`src/flash_iap_map.svh`:
```
/*
 * Register offsets, field positions, reset values and timing counts of the
 * in-application flash controller.
 * Assumes byte addresses on a 32-bit AXI4-Lite bus, one register per word.
 */
`ifndef FLASH_IAP_MAP_SVH
`define FLASH_IAP_MAP_SVH

`define FIAP_CTRL_OFS 8'h00
`define FIAP_ADDRL_OFS 8'h04
`define FIAP_ADDRH_OFS 8'h08
`define FIAP_DATAL_OFS 8'h0c
`define FIAP_DATAH_OFS 8'h10
`define FIAP_KEY1_OFS 8'h14
`define FIAP_KEY2_OFS 8'h18
`define FIAP_KEY3_OFS 8'h1c
`define FIAP_IRQ_STATUS_OFS 8'h20
`define FIAP_IRQ_MASK_OFS 8'h24

`define FIAP_CTRL_MODE_LSB 0
`define FIAP_CTRL_RDEN_BIT 3
`define FIAP_CTRL_RDTRIG_BIT 4
`define FIAP_CTRL_EWTRIG_BIT 5
`define FIAP_CTRL_UNLOCK_BIT 6
`define FIAP_CTRL_EWEN_BIT 7
`define FIAP_CTRL_BUFCLR_BIT 8

`define FIAP_IRQ_READ_DONE 0
`define FIAP_IRQ_EW_DONE 1
`define FIAP_IRQ_UNLOCK_DONE 2

`define FIAP_MODE_WRITE 3'h0
`define FIAP_MODE_ERASE 3'h1
`define FIAP_MODE_READ 3'h3
`define FIAP_MODE_UNLOCK 3'h6
`define FIAP_MODE_RESET 3'h0

`define FIAP_KEY1 16'h0400
`define FIAP_KEY2 16'h090d
`define FIAP_KEY3 16'h40c3

`define FIAP_READ_INSTR_CYCLES 3
`define FIAP_CLKS_PER_INSTR 4
`define FIAP_READ_CLKS (`FIAP_READ_INSTR_CYCLES * `FIAP_CLKS_PER_INSTR)
`define FIAP_EW_CLKS_DEFAULT 4000
`define FIAP_UNLOCK_CLKS_DEFAULT 2000

`define FIAP_RESP_OKAY 2'h0
`define FIAP_RESP_SLVERR 2'h2

`endif

```
`src/flash_iap_pkg.sv`:
```
/*
 * Types of the in-application flash controller: sequencer states and the
 * packed state record of the controller.
 * Assumes a 13-bit word address and 32-word pages.
 */
package flash_iap_pkg;

	typedef enum logic [4:0] {
		ST_IDLE = 5'h01,
		ST_READ = 5'h02,
		ST_ERASE = 5'h04,
		ST_PROG = 5'h08,
		ST_WAIT = 5'h10
	} seq_e;

	typedef struct packed {
		seq_e fsm;
		logic [2:0] opMode;
		logic readEnable;
		logic readTrigger;
		logic ewTrigger;
		logic unlockRequest;
		logic ewEnabled;
		logic [12:0] addr;
		logic [15:0] dataOut;
		logic [7:0] dataLowIn;
		logic [15:0] key1;
		logic [15:0] key2;
		logic [15:0] key3;
		logic [31:0][15:0] wrBuf;
		logic [31:0] wrBufValid;
		logic [4:0] bufPtr;
		logic [4:0] progIdx;
		logic [15:0] count;
		logic [15:0] unlockCount;
		logic [2:0] irqStatus;
		logic [2:0] irqMask;
		logic bvalid;
		logic [1:0] bresp;
		logic rvalid;
		logic [1:0] rresp;
		logic [31:0] rdata;
	} ctl_state_s;

endpackage : flash_iap_pkg

```
`src/flash_iap_read_write_control.sv`:
```
/*
 * In-application flash controller: unlock, page erase, page write through a
 * 32-word write buffer, and word read, all driven over AXI4-Lite registers.
 * Assumes a flash array that returns read data within the read window and
 * accepts one-cycle erase and program strobes.
 */
`timescale 1ns/1ps
`include "flash_iap_map.svh"

// Functional notes
// - erase or write starts only while the erase/write enabled flag is set.
// - erase always clears the whole page chosen by the upper address bits.
// - write programs the loaded buffer words into one page, never crossing the page.
// - setting the buffer clear bit empties the entire write buffer.
// - a rewrite of the same page is accepted without a fresh erase.
// - reads happen only in read mode with the read enable bit set.
// - software loads the address, then sets the read trigger to start.
// - on completion data lands in the data registers, trigger clears.
// - reads need no unlock.
// - the CPU is held stalled while a read runs.
// - read trigger drops three instruction cycles after the read starts.
// - mode selects erase or write; the trigger starts it and self-clears.
// - buffer pointer advances on each high data write in write mode, stops at word 31.
// - unlock mode plus unlock bit starts a timer; key match enables.
// - the programmed page is the one selected by the upper address bits.
module flash_iap_read_write_control import flash_iap_pkg::*; #(
	parameter int EW_CLKS = `FIAP_EW_CLKS_DEFAULT,
	parameter int UNLOCK_CLKS = `FIAP_UNLOCK_CLKS_DEFAULT
) (
	input wire logic clk,
	input wire logic rst_n,
	input wire logic [7:0] s_axi_awaddr,
	input wire logic s_axi_awvalid,
	output logic s_axi_awready,
	input wire logic [31:0] s_axi_wdata,
	input wire logic [3:0] s_axi_wstrb,
	input wire logic s_axi_wvalid,
	output logic s_axi_wready,
	output logic [1:0] s_axi_bresp,
	output logic s_axi_bvalid,
	input wire logic s_axi_bready,
	input wire logic [7:0] s_axi_araddr,
	input wire logic s_axi_arvalid,
	output logic s_axi_arready,
	output logic [31:0] s_axi_rdata,
	output logic [1:0] s_axi_rresp,
	output logic s_axi_rvalid,
	input wire logic s_axi_rready,
	output logic [12:0] memAddr,
	output logic memReadReq,
	input wire logic [15:0] memReadData,
	output logic memEraseReq,
	output logic memProgReq,
	output logic [15:0] memProgData,
	output logic cpuStall,
	output logic irq
);

	localparam logic [15:0] READ_COUNT = 16'(`FIAP_READ_CLKS);
	localparam logic [15:0] EW_COUNT = 16'(EW_CLKS);
	localparam logic [15:0] UNLOCK_COUNT = 16'(UNLOCK_CLKS);

	if (EW_CLKS < 1 || EW_CLKS > 65535) begin : badEwClks
		$error("EW_CLKS out of range");
	end
	if (UNLOCK_CLKS < 1 || UNLOCK_CLKS > 65535) begin : badUnlockClks
		$error("UNLOCK_CLKS out of range");
	end

	function automatic logic [12:0] pageBase(input logic [12:0] a);
		pageBase = {a[12:5], 5'h00};
	endfunction : pageBase

	function automatic logic isMapped(input logic [7:0] a);
		unique case ({a[7:2], 2'b00})
			`FIAP_CTRL_OFS, `FIAP_ADDRL_OFS, `FIAP_ADDRH_OFS, `FIAP_DATAL_OFS,
			`FIAP_DATAH_OFS, `FIAP_KEY1_OFS, `FIAP_KEY2_OFS, `FIAP_KEY3_OFS,
			`FIAP_IRQ_STATUS_OFS, `FIAP_IRQ_MASK_OFS: isMapped = 1'b1;
			default: isMapped = 1'b0;
		endcase
	endfunction : isMapped

	ctl_state_s st;
	ctl_state_s next_st;

	logic wrFire;
	logic rdFire;
	logic [7:0] wrOfs;
	logic [7:0] rdOfs;
	logic busy;
	logic [2:0] events;
	logic [31:0] ctrlView;

	assign wrFire = s_axi_awvalid && s_axi_wvalid && !st.bvalid;
	assign rdFire = s_axi_arvalid && !st.rvalid;
	assign wrOfs = {s_axi_awaddr[7:2], 2'b00};
	assign rdOfs = {s_axi_araddr[7:2], 2'b00};
	assign busy = (st.fsm != ST_IDLE);

	// the bus slave must keep answering while the CPU core is stalled
	assign s_axi_awready = wrFire;
	assign s_axi_wready = wrFire;
	assign s_axi_bvalid = st.bvalid;
	assign s_axi_bresp = st.bresp;
	assign s_axi_arready = rdFire;
	assign s_axi_rvalid = st.rvalid;
	assign s_axi_rresp = st.rresp;
	assign s_axi_rdata = st.rdata;

	assign cpuStall = busy;
	assign irq = |(st.irqStatus & st.irqMask);
	assign memReadReq = (st.fsm == ST_READ);
	assign memEraseReq = (st.fsm == ST_ERASE);
	assign memProgReq = (st.fsm == ST_PROG) && st.wrBufValid[st.progIdx];
	assign memProgData = st.wrBuf[st.progIdx];

	always_comb begin
		unique case (st.fsm)
			ST_ERASE: memAddr = pageBase(st.addr);
			ST_PROG: memAddr = {st.addr[12:5], st.progIdx};
			default: memAddr = st.addr;
		endcase
	end

	always_comb begin
		ctrlView = 32'h0;
		ctrlView[`FIAP_CTRL_MODE_LSB +: 3] = st.opMode;
		ctrlView[`FIAP_CTRL_RDEN_BIT] = st.readEnable;
		ctrlView[`FIAP_CTRL_RDTRIG_BIT] = st.readTrigger;
		ctrlView[`FIAP_CTRL_EWTRIG_BIT] = st.ewTrigger;
		ctrlView[`FIAP_CTRL_UNLOCK_BIT] = st.unlockRequest;
		ctrlView[`FIAP_CTRL_EWEN_BIT] = st.ewEnabled;
	end

	always_comb begin
		next_st = st;
		events = 3'h0;

		// register writes
		if (st.bvalid && s_axi_bready) begin
			next_st.bvalid = 1'b0;
		end
		if (wrFire) begin
			next_st.bvalid = 1'b1;
			next_st.bresp = isMapped(s_axi_awaddr) ? `FIAP_RESP_OKAY : `FIAP_RESP_SLVERR;
			if (s_axi_wstrb[0]) begin
				unique case (wrOfs)
					`FIAP_CTRL_OFS: begin
						if (!busy) begin
							next_st.opMode = s_axi_wdata[`FIAP_CTRL_MODE_LSB +: 3];
							next_st.readEnable = s_axi_wdata[`FIAP_CTRL_RDEN_BIT];
						end
						// software may only drop the enable; setting it takes the key
						if (!s_axi_wdata[`FIAP_CTRL_EWEN_BIT]) begin
							next_st.ewEnabled = 1'b0;
						end
						if (s_axi_wdata[`FIAP_CTRL_BUFCLR_BIT - 8 + 8] && s_axi_wstrb[1]
							&& !busy) begin
							next_st.wrBuf = '0;
							next_st.wrBufValid = 32'h0;
						end
						if (!busy && s_axi_wdata[`FIAP_CTRL_RDTRIG_BIT]
							&& s_axi_wdata[`FIAP_CTRL_MODE_LSB +: 3] == `FIAP_MODE_READ
							&& s_axi_wdata[`FIAP_CTRL_RDEN_BIT]) begin
							next_st.readTrigger = 1'b1;
							next_st.fsm = ST_READ;
							next_st.count = READ_COUNT;
						end else if (!busy && s_axi_wdata[`FIAP_CTRL_EWTRIG_BIT]
							&& st.ewEnabled) begin
							if (s_axi_wdata[`FIAP_CTRL_MODE_LSB +: 3] == `FIAP_MODE_ERASE) begin
								next_st.ewTrigger = 1'b1;
								next_st.fsm = ST_ERASE;
							end else if (s_axi_wdata[`FIAP_CTRL_MODE_LSB +: 3]
								== `FIAP_MODE_WRITE) begin
								// no erase check: a rewrite of the same page is allowed
								next_st.ewTrigger = 1'b1;
								next_st.fsm = ST_PROG;
								next_st.progIdx = 5'h00;
							end
						end
						if (!busy && !st.unlockRequest && s_axi_wdata[`FIAP_CTRL_UNLOCK_BIT]
							&& s_axi_wdata[`FIAP_CTRL_MODE_LSB +: 3] == `FIAP_MODE_UNLOCK) begin
							next_st.unlockRequest = 1'b1;
							next_st.unlockCount = UNLOCK_COUNT;
						end
					end
					`FIAP_ADDRL_OFS: begin
						if (!busy) begin
							next_st.addr[7:0] = s_axi_wdata[7:0];
							next_st.bufPtr = s_axi_wdata[4:0];
						end
					end
					`FIAP_ADDRH_OFS: begin
						if (!busy) begin
							next_st.addr[12:8] = s_axi_wdata[4:0];
						end
					end
					`FIAP_DATAL_OFS: next_st.dataLowIn = s_axi_wdata[7:0];
					`FIAP_DATAH_OFS: begin
						if (!busy && st.opMode == `FIAP_MODE_WRITE) begin
							next_st.wrBuf[st.bufPtr] = {s_axi_wdata[7:0], st.dataLowIn};
							next_st.wrBufValid[st.bufPtr] = 1'b1;
							if (st.bufPtr != 5'h1f) begin
								next_st.bufPtr = st.bufPtr + 5'h01;
							end
						end
					end
					`FIAP_KEY1_OFS: next_st.key1 = s_axi_wdata[15:0];
					`FIAP_KEY2_OFS: next_st.key2 = s_axi_wdata[15:0];
					`FIAP_KEY3_OFS: next_st.key3 = s_axi_wdata[15:0];
					`FIAP_IRQ_MASK_OFS: next_st.irqMask = s_axi_wdata[2:0];
					default: begin
					end
				endcase
			end
		end

		// register reads
		if (st.rvalid && s_axi_rready) begin
			next_st.rvalid = 1'b0;
		end
		if (rdFire) begin
			next_st.rvalid = 1'b1;
			next_st.rresp = isMapped(s_axi_araddr) ? `FIAP_RESP_OKAY : `FIAP_RESP_SLVERR;
			unique case (rdOfs)
				`FIAP_CTRL_OFS: next_st.rdata = ctrlView;
				`FIAP_ADDRL_OFS: next_st.rdata = {24'h0, st.addr[7:0]};
				`FIAP_ADDRH_OFS: next_st.rdata = {27'h0, st.addr[12:8]};
				`FIAP_DATAL_OFS: next_st.rdata = {24'h0, st.dataOut[7:0]};
				`FIAP_DATAH_OFS: next_st.rdata = {24'h0, st.dataOut[15:8]};
				`FIAP_KEY1_OFS: next_st.rdata = {16'h0, st.key1};
				`FIAP_KEY2_OFS: next_st.rdata = {16'h0, st.key2};
				`FIAP_KEY3_OFS: next_st.rdata = {16'h0, st.key3};
				`FIAP_IRQ_STATUS_OFS: next_st.rdata = {29'h0, st.irqStatus};
				`FIAP_IRQ_MASK_OFS: next_st.rdata = {29'h0, st.irqMask};
				default: next_st.rdata = 32'h0;
			endcase
		end

		// unlock timer runs beside the sequencer; the key is judged at timeout
		if (st.unlockRequest) begin
			next_st.unlockCount = st.unlockCount - 16'h0001;
			if (st.unlockCount == 16'h0001) begin
				next_st.unlockRequest = 1'b0;
				next_st.ewEnabled = (st.key1 == `FIAP_KEY1) && (st.key2 == `FIAP_KEY2)
					&& (st.key3 == `FIAP_KEY3);
				events[`FIAP_IRQ_UNLOCK_DONE] = 1'b1;
			end
		end

		// sequencer
		unique case (st.fsm)
			ST_IDLE: begin
			end
			ST_READ: begin
				next_st.count = st.count - 16'h0001;
				if (st.count == 16'h0001) begin
					next_st.dataOut = memReadData;
					next_st.readTrigger = 1'b0;
					next_st.fsm = ST_IDLE;
					events[`FIAP_IRQ_READ_DONE] = 1'b1;
				end
			end
			ST_ERASE: begin
				next_st.fsm = ST_WAIT;
				next_st.count = EW_COUNT;
			end
			ST_PROG: begin
				// every buffer slot is visited; only slots written since the last clear get a program strobe
				next_st.progIdx = st.progIdx + 5'h01;
				if (st.progIdx == 5'h1f) begin
					next_st.fsm = ST_WAIT;
					next_st.count = EW_COUNT;
				end
			end
			ST_WAIT: begin
				next_st.count = st.count - 16'h0001;
				if (st.count == 16'h0001) begin
					next_st.ewTrigger = 1'b0;
					next_st.fsm = ST_IDLE;
					events[`FIAP_IRQ_EW_DONE] = 1'b1;
				end
			end
			default: next_st.fsm = ST_IDLE;
		endcase

		// a same-cycle event beats a write-one clear
		if (wrFire && s_axi_wstrb[0] && wrOfs == `FIAP_IRQ_STATUS_OFS) begin
			next_st.irqStatus = st.irqStatus & ~s_axi_wdata[2:0];
		end
		next_st.irqStatus = next_st.irqStatus | events;
	end

	always_ff @(posedge clk or negedge rst_n) begin
		if (!rst_n) begin
			st <= '{fsm: ST_IDLE, opMode: `FIAP_MODE_RESET, default: '0};
		end else begin
			st <= next_st;
		end
	end

endmodule : flash_iap_read_write_control

```
`config.mk`:
```
export PLATFORM = sky130hd
export DESIGN_NAME = flash_iap_read_write_control
export DESIGN_NICKNAME = d
export VERILOG_FILES = /design/src/flash_iap_pkg.sv /design/src/flash_iap_read_write_control.sv
export VERILOG_INCLUDE_DIRS = /design/src
export SDC_FILE = /design/constraint.sdc
export NUM_CORES = 1
export LEC_CHECK = 0
export ABC_AREA = 1
export BUFFER_PORTS_ARGS = -buffer_cell sky130_fd_sc_hd__buf_2
export CORE_MARGIN = 5
export CORE_UTILIZATION = 40
export CTS_CLUSTER_SIZE = 28
export DETAILED_ROUTE_END_ITERATION = 7
export MAX_ROUTING_LAYER = met4
export PLACE_DENSITY = 0.52
export SETUP_SLACK_MARGIN = 0.1
export SYNTH_ARGS = -nofsm -noshare
export SYNTH_HDL_FRONTEND = slang
export SYNTH_SLANG_ARGS = --single-unit
```
`constraint.sdc`:
```
create_clock -name clk -period 3.25 [get_ports clk]
set_clock_uncertainty 0.1 [all_clocks]
set_input_delay 0.65 -clock clk [delete_from_list [all_inputs] [get_ports clk]]
set_output_delay 0.65 -clock clk [all_outputs]
set_load 0.01 [all_outputs]
```
==> metrics.yaml, run 1 <==
setup_viol: 17
timing.fmax_mhz: 297
avgRoutedWirePerCell_um: 21.6
synthArstFlopShare: 1.00
grt_max_degree: 128
cellLeakagePower_uw: 0.0223
grt_util_met1: 0.403
finalWorstSetupSlack_ns: -0.112
htreeDepth: 3
hold_end: "s_axi_rvalid$_DFFE_PN0P_"
reg2reg_depth: 13
insertion_delay_ns: 0.65
drv_cap: 0
yosys.area.top_type: "dfrtp_1"
ys_types: 43
coreArea_sq_mm: 0.0935
grtUsageMet3: 0.0383
postRouteWirelength_um: 137000
yosysSeqAreaShare: 0.472
ys_top_cells_by_area: "dfrtp_1 47%, nand3_1 21%, nand2_1 16%"
die_x_um: 317
drive_above_1_share: 0.139
portBuffers: 109
cts_root_buf: "clkbuf_16"
final_antenna_net_count: 0
grt_pass1_vias: 33311
start_util: 0.403
cts_buffers: 86
whs_ns: 0.0799
fin_crit_sh: 1.03
clock_path_buffers: 3
syn_inst: 5017
r2r-start: "st[76]$_DFFE_PN0P_"
cts_tree: "done"
design_area_sq_mm: 0.0441
drt_iter0_markers: 3747
vias_per_cell: 5.56
cp_data_required_time_ns: 2.50
overflow: 0
path_clk_slew_ns: 0.06
antenna_found_initial: 1
die_h_um: 317
drcViolationCount: 0
placed_area_sq_mm: 0.0397
holdCritPathClass: "input port to register"
crit_path_top_delay_cell: "dfrtp_4"
relSlewSlack: 0.447
path_cells: "inv_2 -> buf_12 -> nand3_1 -> nand2_2 -> nand2_1 -> nand2_1 -> nand2_1 -> nand2_2 -> buf_6"
min_from: "s_axi_rready"
grt_pass1_wl_um: 210000
cts.sinks: 710
tightest_slew_ns: 0.827
peakVddDrop_mv: 0.348
grt_use_met2: 0.409
worstHoldPathCells: 2
ys_dominant_reg_cell: "dfrtp_1"
yosysMostFrequentCell: "nand2_1"
grt_use_total: 0.276
finalMaxSlewViolations: 0
synth_commonest_cells: "1645 x nand2_1, 1545 x nand3_1, 709 x dfrtp_1"
cp-end-kind: "primary output"
violations: "negative setup slack"
utilization: 0.472
cp_max_fo: 59
dp_hpwl_um: 80900
gp_congestion: 0.906
nNetsFinal: 5080
startpoint_type: "register"
diodes: 0
ys.warnings.count: 0
rows: 112
netlist_area_sq_mm: 0.0377
min_period_ns: 3.36
critPathKind: "register to primary output"
p_per_area_mw_per_mm2: 460
die-area_sq_mm: 0.100
synth-seq-cells: 710
rrSetupSlack_ns: 0.53
areaGrowthSynthToFinish_pct: 17.1
grt-busiest-layer: "met2"
synth_enable_flop_cells: 0
path_common_cell: "nand2_1"
critPathMaxStageDelay_ns: 0.49
vias: 35121
r2r_end: "st[60]$_DFF_PN0_"
synth_top_cell_area_share: 0.471
num-fill-cells: 9381
design.portCount: 150
status: "complete, but fails checks"
rsz0062_at_grt: "yes"
cp.arrival_ns: 2.61
first_pass_iters: 6
hold_viol: 0
synth_area_per_cell_sq_um: 7.51
-- per-stage QoR --
stage	total power, uW	setup TNS, ns	setup slack, ns	std cells
floorplan	9910	0	0.829	5034
global placement	10600	0	0.355	6126
CTS	20500	-1.67	-0.116	6311
finish	20300	-1.22	-0.112	6317
detailed placement	10600	0	0.314	6126
global route	21000	-2.67	-0.190	6317
-- logic make-up (layout without fill, tap and decap cells) --
kind of cell,Yosys count,count (layout),synth area share
other,1,18,0.0000995
buffers and inverters,618,647,0.0773
AND/OR/NAND/NOR,3487,3487,0.420
adder cells (fa/ha/maj),11,11,0.00365
AO/OA/AOI/OAI,181,181,0.0256
XOR/XNOR,9,9,0.00209
flip-flops,710,710,0.472
-- report_power, final --
part / leakage, uW / internal (uW) / switching [uW]
Sequential: 0.00946 / 8980 / 111
Combinational: 0.0115 / 409 / 1030
Clock: 0.00139 / 5780 / 3990
-- critical path, delay by kind of cell (launching register included) --
kind | cells | cell delay, ns
buf+inv | 3 | 0.55
simple gates | 6 | 0.76
flops | 1 | 0.49
-- final cells by class --
type	count	area [sq um]	area share
well taps	1254	1570	0.0356
flip-flops and latches	710	17800	0.403
clock buffers	127	2490	0.0564
repair buffers	302	3240	0.0735
inverters	185	733	0.0166
repair inverters	3	62.6	0.00142
clock inverters	30	334	0.00757
multi-input cells	3706	17900	0.406
-- metal layers --
metal  share of wire  vias up
li1                -    16499
met4           0.026        0
met5               0        -
met1            0.46    17187
met2            0.45     1245
met3           0.068      190
-- cell usage in the layout (no fill, tap or decap), types with 4 or more instances in the layout --
cell       instances
clkbuf_1          25
clkbuf_16         93
nor2_1           164
inv_1            166
buf_4            109
nand2_4           13
xnor2_1            4
dfrtp_1          706
nand3b_1           4
nand2_2           90
nand4_1           39
ha_1              11
bufinv_16          6
buf_2             96
nand3_1         1475
a21oi_1           41
clkinv_1           6
buf_16            15
o22ai_1            4
conb_1            18
a21oi_2           10
xor2_1             5
clkbuf_8          14
clkinv_2          16
nor2_4            22
inv_2             11
nand3_4           10
nand3_2           63
buf_12            53
nor3_1            13
nand4_4           29
nand2_1         1546
nor2_2             5
buf_6             17
o21ai_0          117
-- timing repair --
item                       CTS  global route
buffers inserted            15             2
setup endpoints to repair   18            21
hold endpoints to repair    56             0
resized for setup          139           114
hold buffers                 1             0
gates cloned                12             5
pin swaps                   43            42
-- registers in the layout, summed over array words and instances (netlist names) --
register	flops
s_axi_bvalid	1
s_axi_rresp	1
st	682
ctrlView	8
s_axi_rvalid	1
s_axi_rdata	16
s_axi_bresp	1
-- worst max-delay path by stage --
stage	start	end	slack, ns	depth (start not counted)
2_1_floorplan	st[76]$_DFFE_PN0P_	memProgData[14]	0.83	12
3_3_place_gp	s_axi_awaddr[6]	st[154]$_DFFE_PN0P_	0.36	10
3_5_place_dp	s_axi_awaddr[6]	st[219]$_DFFE_PN0P_	0.31	11
4_1_cts	st[76]$_DFFE_PN0P_	memProgData[4]	-0.12	13
5_1_grt	st[76]$_DFFE_PN0P_	memProgData[15]	-0.19	13
6_report	st[78]$_DFFE_PN0P_	memProgData[13]	-0.11	9
No activity file was read; power rests on OpenSTA's default activity.
==> run 2: changes to the inputs <==
- ABC_AREA: 1 -> not set
- CTS_BUF_LIST: not set -> sky130_fd_sc_hd__clkbuf_4 sky130_fd_sc_hd__clkbuf_8
- REMOVE_ABC_BUFFERS: not set -> 1
==> run 2 against run 1 <==
  * The flow still finishes with violations (negative setup slack)
  * Core utilization rose by 0.63 points
  * First-iteration DRC count fell by 34%
  * Largest cell class is now sequential cells
  * Via count fell by 26%
  * Critical endpoint is now memProgData[9]
==> metrics.yaml, run 2 <==
status: "complete, but fails checks"
violations: "negative setup slack"
rsz0062_at_grt: "yes"
path_delay_family: "buffers and inverters"
final_cell_mix: "704 x dfrtp_1, 589 x nand2_1, 498 x o21ai_0, 171 x buf_4, 163 x clkbuf_8"
final_common_cell: "dfrtp_1"
portBuffers: 109
vias: 25920
finalWorstSetupSlack_ns: -0.483
power_frac_clock: 0.475
p_comb_frac: 0.035
first_pass_iters: 8
ys.warnings.count: 0
p_seq_frac: 0.490
relSlewSlack: 0.410
dp_hpwl_um: 70000
final_antenna_net_count: 0
clock_path_buffers: 3
yosysMostFrequentCell: "dfrtp_1"
regMostFlops: "st"
min_period_ns: 3.73
drive_above_1_share: 0.265
critPathBufInv: 5
critPathKind: "register to primary output"
grt_pass1_vias: 26644
netlist_area_sq_mm: 0.0328
insertion_delay_ns: 0.76
vias_per_cell: 5.82
die-area_sq_mm: 0.0878
r2r_end: "st[476]$_DFFE_PN0P_"
path_clk_slew_ns: 0.06
synth_enable_flop_cells: 0
rrSetupSlack_ns: 0.36
cp_data_required_time_ns: 2.50
cts_root_buf: "clkbuf_8"
cellLeakagePower_uw: 0.0178
synth_area_per_cell_sq_um: 10.6
cts_tree: "done"
design.portCount: 150
crit_path_top_delay_cell: "mux4_2"
timing.fmax_mhz: 268
cp_max_fo: 7
synthArstFlopShare: 1.00
ys_types: 70
path_common_cell: "buf_12"
cp-end-kind: "primary output"
rows: 105
placed_area_sq_mm: 0.0351
yosys.area.top_type: "dfrtp_1"
r2r-start: "s_axi_bvalid$_DFFE_PN0P_"
design_area_sq_mm: 0.0391
synth_commonest_cells: "709 x dfrtp_1, 606 x nand2_1, 513 x o21ai_0"
reg2reg_depth: 7
avgRoutedWirePerCell_um: 24.8
holdCritPathClass: "input port to register"
worstHoldPathCells: 2
drcViolationCount: 0
cts.sinks: 710
critPathMaxStageDelay_ns: 0.58
sw_frac_of_total: 0.233
largest_reg_flops: 682
synth-seq-cells: 710
utilization: 0.478
grt_max_degree: 80
antenna_found_initial: 1
peakVddDrop_mv: 0.327
overflow: 0
die_x_um: 296
min_from: "memReadData[10]"
die_h_um: 296
grt_use_total: 0.257
grt_pass1_wl_um: 168000
areaGrowthSynthToFinish_pct: 19.2
setup_viol: 17
ys_top_cells_by_area: "dfrtp_1 54%, o21ai_0 7.8%, nand2_1 6.9%"
p_per_area_mw_per_mm2: 470
nNetsFinal: 3367
syn_inst: 3099
drv_cap: 0
dp_slack_ns: 0.111
p_int_uw: 14100
startpoint_type: "register"
start_util: 0.401
p_switching_uw: 4280
tightest_slew_ns: 0.885
finalMaxSlewViolations: 0
htreeDepth: 3
coreArea_sq_mm: 0.0817
cts_buffers: 119
path_cells: "buf_12 -> buf_16 -> buf_12 -> mux4_2 -> a221oi_2 -> buf_4 -> a32oi_4 -> buf_6"
postRouteWirelength_um: 110000
num-fill-cells: 7541
cp.arrival_ns: 2.98
synth_top_cell_area_share: 0.541
drt_iter0_markers: 2473
yosysSeqAreaShare: 0.542
hold_end: "st[696]$_DFFE_PN0P_"
gp_congestion: 0.854
hold_viol: 0
ys_dominant_reg_cell: "dfrtp_1"
fin_crit_sh: 1.15
run 2: through the flow:
stage                     cells  setup TNS (ns)  hold slack, ns  total power (uW)
final                      4452           -7.33          0.0676             18400
after global routing       4452           -8.61          0.0231             19100
after CTS                  4446           -8.23        0.000301             18600
after detailed placement   4188               0           0.365              9810
after global placement     4188               0           0.356              9780
after floorplan            2826         -950.20           0.254              9370
run 2: routing by layer:
metal | routed length, um | part of all wire | track usage
met5 | 0 | 0 | -
met4 | 2880 | 0.026 | 0.0691
met3 | 7110 | 0.064 | 0.0405
met2 | 53100 | 0.48 | 0.414
met1 | 47200 | 0.43 | 0.343
run 2: worst reg2reg max path, cell delays in order (launching register included):
cell and delay, ns:
dfrtp_1 0.42, and4b_1 0.48, nand2_1 0.35, nor4_4 0.37, buf_4 0.39, o211ai_1 0.21, buf_4 0.26, o21ai_0 0.22
run 2: worst max-delay path by stage:
stage / to / cells after the start / from / slack (ns)
after floorplan: memProgReq / 5 / st[76]$_DFFE_PN0P_ / -4.97
after global placement: memProgData[12] / 6 / st[76]$_DFFE_PN0P_ / 0.1
after detailed placement: st[133]$_DFFE_PN0P_ / 8 / s_axi_wvalid / 0.11
after CTS: memProgData[12] / 8 / st[76]$_DFFE_PN0P_ / -0.53
after global routing: memProgData[7] / 8 / st[76]$_DFFE_PN0P_ / -0.55
final: memProgData[9] / 8 / st[76]$_DFFE_PN0P_ / -0.48
run 2: area by class of cell:
cell class | count | area (sq um) | area share
well taps | 1070 | 1340 | 0.0342
repair buffers | 334 | 2870 | 0.0734
inverters | 17 | 63.8 | 0.00163
diodes | 1 | 2.50 | 0.0000640
clock buffers | 200 | 2520 | 0.0645
flip-flops and latches | 710 | 17800 | 0.455
clock inverters | 21 | 174 | 0.00445
multi-input cells | 2099 | 14300 | 0.367
run 2: power groups by stage:
stage | combinational (uW) | sequential [uW] | clock [uW]
after floorplan | 232 | 9130 | 0
after global placement | 630 | 9160 | 0
after detailed placement | 645 | 9160 | 0
after CTS | 663 | 9000 | 8910
after global routing | 732 | 9010 | 9330
final | 652 | 9010 | 8720
run 2: logic make-up after synthesis:
family          count (synthesis)  synth area share
buf+inv                       307            0.0421
fa+ha+maj                      11           0.00420
xor+xnor                        6           0.00160
mux                           322             0.142
compound gates                853             0.151
simple gates                  889             0.117
other cells                     1          0.000114
flops                         710             0.542
run 2: what timing repair did:
action                                  CTS  global route
buffers inserted                         12             3
resized for setup                       136            20
hold buffers                             16             0
gates cloned                              9             2
pin swaps                                21             8
endpoints found under the setup margin   23            19
endpoints found under the hold margin    62             0
